## src/hdl/sepi_pkg.sv

```systemverilog
// Purpose: Constants for the serial EEPROM pin interface
// Assumes: 40 MHz aclk, serial clock sampled as a plain input
// Notes:   Status layout: b7 lock, b3 size hi, b2 size lo, b1 latch, b0 busy
package sepi_pkg;
   localparam logic [7:0] CMD_SET_LATCH   = 8'h06;
   localparam logic [7:0] CMD_CLR_LATCH   = 8'h04;
   localparam logic [7:0] CMD_READ_STATUS = 8'h05;
   localparam logic [7:0] CMD_WRITE_STAT  = 8'h01;
   localparam logic [7:0] CMD_READ_ARRAY  = 8'h03;
   localparam logic [7:0] CMD_WRITE_ARRAY = 8'h02;
   localparam int         BIT_BUSY        = 0;
   localparam int         BIT_LATCH       = 1;
   localparam int         BIT_SIZE_LO     = 2;
   localparam int         BIT_SIZE_HI     = 3;
   localparam int         BIT_LOCK        = 7;
   localparam logic [2:0] NV_RESET        = 3'h0;
   localparam int         CLK_HZ          = 40000000;
   localparam int         WRITE_TIME_US   = 5000;
   localparam int         WRITE_CYCLES    = (WRITE_TIME_US * (CLK_HZ / 1000000));
   localparam logic [31:0] AXI_OFS_STATUS = 32'h0000_0000;
   localparam logic [31:0] AXI_OFS_LAST   = 32'h0000_0004;
   localparam logic [1:0] RESP_OKAY       = 2'h0;
   localparam logic [1:0] RESP_SLVERR     = 2'h2;
   typedef enum logic [3:0] {
      ST_WAIT_SEL = 4'h1,
      ST_OPCODE   = 4'h2,
      ST_BODY     = 4'h4,
      ST_IGNORE   = 4'h8
   } sepi_state_t;
endpackage

```

## src/hdl/sepi_top.sv

```systemverilog
// Purpose: Device-side serial pin front end of a small serial EEPROM
// Assumes: Serial pins asynchronous to aclk, serial clock well below aclk/4
// Notes:   Array data is out of scope; array reads shift zeros
//
// Our own choices: register access over AXI4-Lite and the placing of the registers.
`timescale 1ns/1ps
module sepi_top
   import sepi_pkg::*;
#(
   parameter int WRITE_CYC = WRITE_CYCLES
)(
   // Clock and reset
   input  wire logic        aclk,
   input  wire logic        aresetn,
   // Serial pins
   input  wire logic        ser_clk,
   input  wire logic        ser_sel_n,
   input  wire logic        ser_din,
   input  wire logic        ser_pause_n,
   input  wire logic        ser_wp_n,
   output logic             ser_dout,
   output logic             ser_dout_oe,
   output logic             standby,
   // AXI4-Lite slave
   input  wire logic [31:0] s_axi_awaddr,
   input  wire logic        s_axi_awvalid,
   output logic             s_axi_awready,
   input  wire logic [31:0] s_axi_wdata,
   input  wire logic [3:0]  s_axi_wstrb,
   input  wire logic        s_axi_wvalid,
   output logic             s_axi_wready,
   output logic [1:0]       s_axi_bresp,
   output logic             s_axi_bvalid,
   input  wire logic        s_axi_bready,
   input  wire logic [31:0] s_axi_araddr,
   input  wire logic        s_axi_arvalid,
   output logic             s_axi_arready,
   output logic [31:0]      s_axi_rdata,
   output logic [1:0]       s_axi_rresp,
   output logic             s_axi_rvalid,
   input  wire logic        s_axi_rready
);
   // Two-flop synchronisers, stage 1 read only by stage 2
   logic [4:0] s1_r, s2_r, s3_r;
   always_ff @(posedge aclk)
   begin
      if (!aresetn)
      begin
         // Select stage resets low: a select held low since power-up gives no edge
         s1_r <= 5'h1a;
         s2_r <= 5'h1a;
         s3_r <= 5'h1a;
      end
      else
      begin
         s1_r <= {ser_wp_n, ser_pause_n, ser_sel_n, ser_din, ser_clk};
         s2_r <= s1_r;
         s3_r <= s2_r;
      end
   end
   logic clk_s, din_s, sel_n_s, pause_n_s, wp_n_s;
   assign {wp_n_s, pause_n_s, sel_n_s, din_s, clk_s} = s2_r;
   logic clk_rise, clk_fall, sel_fall, sel_rise, active;
   assign active   = !sel_n_s && pause_n_s;
   assign clk_rise = clk_s && !s3_r[0] && active;
   assign clk_fall = !clk_s && s3_r[0] && active;
   assign sel_fall = !sel_n_s && s3_r[2];
   assign sel_rise = sel_n_s && !s3_r[2];

   // Frame state
   sepi_state_t st_r, st_nxt;
   logic        armed_r, armed_nxt;
   logic [2:0]  cnt_r, cnt_nxt;
   logic [7:0]  sh_r, sh_nxt;
   logic [7:0]  op_r, op_nxt;
   logic [7:0]  tx_r, tx_nxt;
   logic        nbytes_r, nbytes_nxt;
   logic        wrdone_r, wrdone_nxt;
   logic        dout_r, dout_nxt;
   logic        oe_r, oe_nxt;
   logic        drv_r, drv_nxt;
   logic        latch_r, latch_nxt;
   logic [2:0]  nv_r, nv_nxt;
   logic [2:0]  nvnew_r, nvnew_nxt;
   logic        busy_r, busy_nxt;
   logic        busy_st_r, busy_st_nxt;
   logic [22:0] wcnt_r, wcnt_nxt;
   logic        stby_r, stby_nxt;
   logic [7:0]  status;
   logic [7:0]  last_op_r, last_op_nxt;
   logic [7:0]  sh_in;
   logic        hw_locked;

   assign status = {nv_r[2], 3'h0, nv_r[1], nv_r[0], latch_r, busy_r};
   assign hw_locked = nv_r[2] && !wp_n_s;
   assign sh_in = {sh_r[6:0], din_s};

   always_comb
   begin
      st_nxt      = st_r;
      armed_nxt   = armed_r;
      cnt_nxt     = cnt_r;
      sh_nxt      = sh_r;
      op_nxt      = op_r;
      tx_nxt      = tx_r;
      nbytes_nxt  = nbytes_r;
      wrdone_nxt  = wrdone_r;
      dout_nxt    = dout_r;
      drv_nxt     = drv_r;
      latch_nxt   = latch_r;
      nv_nxt      = nv_r;
      nvnew_nxt   = nvnew_r;
      busy_nxt    = busy_r;
      busy_st_nxt = busy_st_r;
      wcnt_nxt    = wcnt_r;
      stby_nxt    = sel_n_s && !busy_r;
      last_op_nxt = last_op_r;
      if (busy_r)
      begin
         if (wcnt_r >= 23'(WRITE_CYC - 1))
         begin
            busy_nxt  = 1'b0;
            latch_nxt = 1'b0;
            if (busy_st_r)
               nv_nxt = nvnew_r;
         end
         else
            wcnt_nxt = wcnt_r + 23'h1;
      end
      if (sel_fall)
      begin
         armed_nxt = 1'b1;
         st_nxt    = ST_OPCODE;
      end
      if (sel_n_s)
      begin
         st_nxt = armed_r ? ST_OPCODE : ST_WAIT_SEL;
         cnt_nxt = 3'h0;
         nbytes_nxt = 1'b0;
         wrdone_nxt = 1'b0;
         drv_nxt = 1'b0;
      end
      if (sel_rise && st_r != ST_IGNORE && !busy_r)
      begin
         if (op_r == CMD_SET_LATCH && !wrdone_r && st_r == ST_BODY)
            latch_nxt = 1'b1;
         if (op_r == CMD_CLR_LATCH && st_r == ST_BODY)
            latch_nxt = 1'b0;
         if (op_r == CMD_WRITE_STAT && wrdone_r && cnt_r == 3'h0 && latch_r
             && !hw_locked)
         begin
            busy_nxt    = 1'b1;
            busy_st_nxt = 1'b1;
            wcnt_nxt    = 23'h0;
         end
         if (op_r == CMD_WRITE_ARRAY && nbytes_r && cnt_r == 3'h0 && latch_r)
         begin
            busy_nxt    = 1'b1;
            busy_st_nxt = 1'b0;
            wcnt_nxt    = 23'h0;
         end
      end
      if (!sel_n_s && st_r != ST_WAIT_SEL && st_r != ST_IGNORE)
      begin
         if (clk_rise)
         begin
            sh_nxt  = sh_in;
            cnt_nxt = cnt_r + 3'h1;
            if (cnt_r == 3'h7)
            begin
               if (st_r == ST_OPCODE)
               begin
                  op_nxt = sh_in;
                  last_op_nxt = sh_in;
                  unique case (sh_in)
                     CMD_SET_LATCH, CMD_CLR_LATCH, CMD_WRITE_STAT,
                     CMD_READ_ARRAY, CMD_WRITE_ARRAY:
                        st_nxt = ST_BODY;
                     CMD_READ_STATUS:
                     begin
                        st_nxt = ST_BODY;
                        tx_nxt = status;
                     end
                     default:
                        st_nxt = ST_IGNORE;
                  endcase
               end
               else
               begin
                  nbytes_nxt = 1'b1;
                  if (op_r == CMD_WRITE_STAT && !wrdone_r)
                  begin
                     wrdone_nxt = 1'b1;
                     nvnew_nxt = {sh_in[BIT_LOCK], sh_in[BIT_SIZE_HI],
                                  sh_in[BIT_SIZE_LO]};
                  end
                  else if (op_r == CMD_WRITE_STAT)
                     wrdone_nxt = 1'b0;
                  if (op_r == CMD_READ_STATUS)
                     tx_nxt = status;
               end
            end
         end
         if (clk_fall && st_r == ST_BODY)
         begin
            drv_nxt = (op_r == CMD_READ_STATUS) || (op_r == CMD_READ_ARRAY);
            dout_nxt = (op_r == CMD_READ_STATUS) ? tx_r[3'h7 - cnt_r] : 1'b0;
         end
      end
      // Drive intent survives a pause, so the output comes back on release
      oe_nxt = drv_nxt && active;
   end

   always_ff @(posedge aclk)
   begin
      if (!aresetn)
      begin
         st_r      <= ST_WAIT_SEL;
         armed_r   <= 1'b0;
         cnt_r     <= 3'h0;
         sh_r      <= 8'h00;
         op_r      <= 8'h00;
         tx_r      <= 8'h00;
         nbytes_r  <= 1'b0;
         wrdone_r  <= 1'b0;
         dout_r    <= 1'b0;
         oe_r      <= 1'b0;
         drv_r     <= 1'b0;
         latch_r   <= 1'b0;
         nv_r      <= NV_RESET;
         nvnew_r   <= NV_RESET;
         busy_r    <= 1'b0;
         busy_st_r <= 1'b0;
         wcnt_r    <= 23'h0;
         stby_r    <= 1'b1;
         last_op_r <= 8'h00;
      end
      else
      begin
         st_r      <= st_nxt;
         armed_r   <= armed_nxt;
         cnt_r     <= cnt_nxt;
         sh_r      <= sh_nxt;
         op_r      <= op_nxt;
         tx_r      <= tx_nxt;
         nbytes_r  <= nbytes_nxt;
         wrdone_r  <= wrdone_nxt;
         dout_r    <= dout_nxt;
         oe_r      <= oe_nxt;
         drv_r     <= drv_nxt;
         latch_r   <= latch_nxt;
         nv_r      <= nv_nxt;
         nvnew_r   <= nvnew_nxt;
         busy_r    <= busy_nxt;
         busy_st_r <= busy_st_nxt;
         wcnt_r    <= wcnt_nxt;
         stby_r    <= stby_nxt;
         last_op_r <= last_op_nxt;
      end
   end
   assign ser_dout    = dout_r;
   assign ser_dout_oe = oe_r;
   assign standby     = stby_r;

   // AXI4-Lite: read-only status view; writes answer SLVERR
   logic       aw_r, aw_nxt, w_r, w_nxt, bv_r, bv_nxt, rv_r, rv_nxt;
   logic       awrdy_r, awrdy_nxt, wrdy_r, wrdy_nxt, ardy_r, ardy_nxt;
   logic [1:0] br_r, br_nxt, rr_r, rr_nxt;
   logic [31:0] rd_r, rd_nxt;
   always_comb
   begin
      aw_nxt = aw_r;
      w_nxt  = w_r;
      bv_nxt = bv_r;
      br_nxt = br_r;
      rv_nxt = rv_r;
      rr_nxt = rr_r;
      rd_nxt = rd_r;
      // Readies are registered: one idle cycle per request, no comb path to pins
      awrdy_nxt = s_axi_awvalid && !awrdy_r && !aw_r && !bv_r;
      wrdy_nxt  = s_axi_wvalid && !wrdy_r && !w_r && !bv_r;
      ardy_nxt  = s_axi_arvalid && !ardy_r && !rv_r;
      if (s_axi_awvalid && awrdy_r)
         aw_nxt = 1'b1;
      if (s_axi_wvalid && wrdy_r)
         w_nxt = 1'b1;
      if (aw_r && w_r && !bv_r)
      begin
         bv_nxt = 1'b1;
         br_nxt = RESP_SLVERR;
      end
      if (bv_r && s_axi_bready)
      begin
         bv_nxt = 1'b0;
         aw_nxt = 1'b0;
         w_nxt  = 1'b0;
      end
      if (s_axi_arvalid && ardy_r)
      begin
         rv_nxt = 1'b1;
         rr_nxt = RESP_OKAY;
         if (s_axi_araddr[31:2] == AXI_OFS_STATUS[31:2])
            rd_nxt = {24'h0, status};
         else if (s_axi_araddr[31:2] == AXI_OFS_LAST[31:2])
            rd_nxt = {16'h0, 4'h0, st_r, last_op_r};
         else
         begin
            rd_nxt = 32'h0;
            rr_nxt = RESP_SLVERR;
         end
      end
      else if (rv_r && s_axi_rready)
         rv_nxt = 1'b0;
   end
   always_ff @(posedge aclk)
   begin
      if (!aresetn)
      begin
         aw_r <= 1'b0;
         w_r  <= 1'b0;
         bv_r <= 1'b0;
         br_r <= RESP_OKAY;
         rv_r <= 1'b0;
         rr_r <= RESP_OKAY;
         rd_r <= 32'h0;
         awrdy_r <= 1'b0;
         wrdy_r  <= 1'b0;
         ardy_r  <= 1'b0;
      end
      else
      begin
         aw_r <= aw_nxt;
         w_r  <= w_nxt;
         bv_r <= bv_nxt;
         br_r <= br_nxt;
         rv_r <= rv_nxt;
         rr_r <= rr_nxt;
         rd_r <= rd_nxt;
         awrdy_r <= awrdy_nxt;
         wrdy_r  <= wrdy_nxt;
         ardy_r  <= ardy_nxt;
      end
   end
   assign s_axi_awready = awrdy_r;
   assign s_axi_wready  = wrdy_r;
   assign s_axi_bvalid  = bv_r;
   assign s_axi_bresp   = br_r;
   assign s_axi_arready = ardy_r;
   assign s_axi_rvalid  = rv_r;
   assign s_axi_rresp   = rr_r;
   assign s_axi_rdata   = rd_r;

   // Checks
   AST_OE_OFF_DESEL: assert property (@(posedge aclk) disable iff (!aresetn)
      sel_n_s |=> !oe_r) else $error("output driven while deselected");
   AST_OE_OFF_PAUSE: assert property (@(posedge aclk) disable iff (!aresetn)
      !pause_n_s |=> !oe_r) else $error("output driven while paused");
   AST_STANDBY: assert property (@(posedge aclk) disable iff (!aresetn)
      (sel_n_s && !busy_r) |=> stby_r) else $error("no standby");
   AST_ACTIVE: assert property (@(posedge aclk) disable iff (!aresetn)
      !sel_n_s |=> !stby_r) else $error("standby while selected");
   AST_ARMED: assert property (@(posedge aclk) disable iff (!aresetn)
      !armed_r |-> st_r == ST_WAIT_SEL) else $error("traffic before select edge");
   AST_PAUSE_HOLD: assert property (@(posedge aclk) disable iff (!aresetn)
      (!pause_n_s && !sel_n_s) |=> $stable(cnt_r) && $stable(sh_r))
      else $error("shift moved while paused");
   AST_DOUT_FALL: assert property (@(posedge aclk) disable iff (!aresetn)
      $changed(dout_r) |-> $past(clk_fall)) else $error("output not on fall");
   AST_SHIFT_RISE: assert property (@(posedge aclk) disable iff (!aresetn)
      (clk_rise && st_r == ST_OPCODE && !sel_n_s) |=> sh_r[0] == $past(din_s))
      else $error("input not sampled on rise");
   AST_BAD_OP: assert property (@(posedge aclk) disable iff (!aresetn)
      st_r == ST_IGNORE |-> !oe_r) else $error("ignored frame drives output");
   AST_LOCKED: assert property (@(posedge aclk) disable iff (!aresetn)
      (hw_locked && !busy_r) |=> !(busy_r && busy_st_r))
      else $error("status write while locked");
   AST_BUSY_LEN: assert property (@(posedge aclk) disable iff (!aresetn)
      busy_r |-> wcnt_r < 23'(WRITE_CYC)) else $error("write cycle too long");
endmodule // sepi_top

```

## config.mk

```make
export PLATFORM = sky130hd
export DESIGN_NAME = sepi_top
export DESIGN_NICKNAME = d
export VERILOG_FILES = /design/src/hdl/sepi_pkg.sv /design/src/hdl/sepi_top.sv
export SDC_FILE = /design/constraint.sdc
export NUM_CORES = 1
export LEC_CHECK = 0
export CORE_UTILIZATION = 50
export CTS_CLUSTER_DIAMETER = 100
export DETAILED_ROUTE_END_ITERATION = 16
export DONT_BUFFER_PORTS = 1
export SETUP_SLACK_MARGIN = 0.4
export SYNTH_ARGS = -nofsm -noshare
export SYNTH_HDL_FRONTEND = slang
export SYNTH_SLANG_ARGS = --single-unit
export TNS_END_PERCENT = 10
```

## constraint.sdc

```tcl
create_clock -name aclk -period 6 [get_ports aclk]
set_input_delay 0.9 -clock aclk [delete_from_list [all_inputs] [get_ports aclk]]
set_output_delay 0.9 -clock aclk [all_outputs]
set_load 0.05 [all_outputs]
```

==> results.toml <==
[clocking]
cts_resized = 0
cts_tree = "yes"
cts_buffers = 9
clk_pin_slew_ns = 0.10
cts_max_level = 3
post_cts_buffers = 0
cts.sinks = 99
clock_latency_ns = 0.36
root_buffer = "clkbuf_8"
clockBufferDepth = 2
postCtsHoldBufs = 0

[detailed_routing]
wl_met1_mm = 4.30
drc = 0
viasPerCell = 5.77
wl_met2_mm = 4.44
routed.top_layer = "met4"
via_count = 3299
wl_per_cell_um = 16.2
firstDrtPassIters = 5
dr_wl_met3_um = 378
ant_nets = 0
routed_wl_mm = 9.24
drt-initial-drc-count = 158

[power]
powerDensity_nw_per_um2 = 272
leakage_nw = 1.60
p_total_mw = 1.23
vdd_drop_max_v = 0.000142

[final_layout]
fill_cells = 774
final_cell_mix = "99 x dfxtp_1, 48 x nor2_1, 45 x nand2_1"
final_common_cell = "dfxtp_1"
diodes = 0
nNetsFinal = 578
syn_to_final_growth_pct = 4.49
drive_above_1_share_pct = 6.64
layoutNonFillerInstCount = 572

[floorplanning]
die_area_sq_um = 9010
initial_core_util_pct = 52.0
std_cell_rows = 33
ioPinCount = 156
core_sq_um = 8300
dieHeight_um = 94.9
fp.dieW_um = 94.9

[setup_path]
cp-endpoint = "last_op_r[3]"
reg2reg_slack_ns = 3.07
r2r_cells = 5
crit_arrival_ns = 3.15
rr_endpoint = "last_op_r[3]"
setup.worst_path.class = "register to register"
cp-end-kind = "register"
required_ns = 6.22
r2r_start = "s2_r[2]"
crit_path_start = "s2_r[2]"
critPathLaunchType = "register"
cp_max_fo = 17

[sta]
fin_tns_setup_ns = 0
fin_crit_sh_pct = 48.8
maxSlewViolCount = 0
setup_viol = 0
hold_viol = 0
fin_skew_ns = 0.0149
tightest_slew_ns = 1.16
max_freq_mhz = 342
finalWorstPathRequiredPeriod_ns = 2.93
rsz0062_at_grt = "no"
slew-limit-headroom_pct = 22.2

[synth]
synthArstFlopShare_pct = 0
synth-main-ff-cell = "dfxtp_1"
ys_types = 60
seq_area_frac_synth_pct = 45.9
synth_seq_cells = 99
yosys_warnings = 0
syn_area_per_cell_sq_um = 9.11
syn_area_sq_um = 4320
synthCells = 474
synth_edf_count = 0

[global_routing]
grt_pass1_vias = 3144
grt_pass1_wl_mm = 15.0
grt_max_degree = 46
grt_use_total_pct = 21.7
grt_overflow = 0
antenna_found_initial = 0

[placed_design]
port_buffers = 0
dp.cells = 556
gp_congestion = 0.829
post-dp-hpwl_mm = 6.46

[flow_run]
cap_violations = 0

[worst_hold_path]
hp-class = "register to register"

[status]
outcome = "finished, final reports clean"
[synthesized netlist by cell type, drive strengths merged (8+ instances only)]
cell type  count  share of area (%)
nand2b        15                2.2
buf           27                4.4
nand2         45                3.9
nor4           9                1.6
clkbuf        18                1.6
inv           11               0.96
nor2          48                4.2
and2          11                1.6
mux2i         31                7.2
a21oi         26                3.1
or4           11                2.0
nand3         13                1.5
nor3          11                1.3
dfxtp         99                 46
a32oi          8                1.6
[where the power goes]
part	switching (mW)	leakage, nW	internal, mW
Combinational	0.0458	0.689	0.00943
Clock	0.243	0.111	0.251
Sequential	0.0156	0.802	0.665
Total	0.304	1.60	0.925
[worst min-delay path by stage]
stage | to | slack (ns) | startpoint | cells past startpoint
floorplan | s2_r[1] | 0.39 | s1_r[1] | 1
global placement | s2_r[1] | 0.39 | s1_r[1] | 1
detailed placement | s2_r[4] | 0.40 | s1_r[4] | 1
CTS | s2_r[4] | 0.42 | s1_r[4] | 1
global route | s2_r[1] | 0.43 | s1_r[1] | 1
finish | s2_r[1] | 0.42 | s1_r[1] | 1
[through the flow]
step | util (%) | cell area [sq um] | hold WS, ns | setup WS [ns]
global route | 54.4 | 4510 | 0.433 | 2.88
floorplan | - | 4400 | 0.386 | 3.32
global placement | 51.6 | 4280 | 0.392 | 3.18
CTS | 54.4 | 4510 | 0.420 | 3.09
finish | 54.4 | 4510 | 0.417 | 3.07
detailed placement | 51.6 | 4280 | 0.397 | 3.10
[final cells by class]
class                   count  area (sq um)  area share, %
repair buffers              1          7.51          0.166
clock inverters             6          95.1           2.11
inverters                  11          41.3          0.915
clock buffers              10           138           3.05
multi-input cells         340          2120           46.9
flip-flops and latches     99          1980           43.9
well taps                 105           131           2.91
[routing by layer]
layer	vias up	track usage (%)
met2	107	37.2
met1	1555	27.2
met5	-	0
met4	0	7.32
met3	12	4.19
li1	1625	-
[kinds of logic (layout without fill, tap and decap cells)]
family / count (synthesis) / after routing / share of synthesized area [%]
xor gates and xnor gates: 2 / 2 / 0.406
buffers and inverters: 56 / 28 / 6.90
muxes: 37 / 37 / 9.01
adders and majority gates: 4 / 4 / 1.16
DFF: 99 / 99 / 45.9
and+or+nand+nor: 201 / 201 / 24.6
AOI/OAI and AO/OA: 74 / 74 / 11.9
other: 1 / 22 / 0.0868
[critical path, cell delays in order, from the launching register on]
cell and delay [ns]:
dfxtp_1 0.41, nor4bb_1 0.68, o31a_1 0.79, and3_1 0.61, mux2i_1 0.24, nor2_1 0.05
[registers in the layout, summed over array words and instances (netlist names), 2 cells and up]
register	flops
sh_r	7
wcnt_r	23
s_axi_rdata	12
s2_r	5
st_r	4
nv_r	3
s3_r	2
s1_r	5
nvnew_r	3
cnt_r	3
tx_r	5
last_op_r	8
Power figures use the tool's default switching activity.
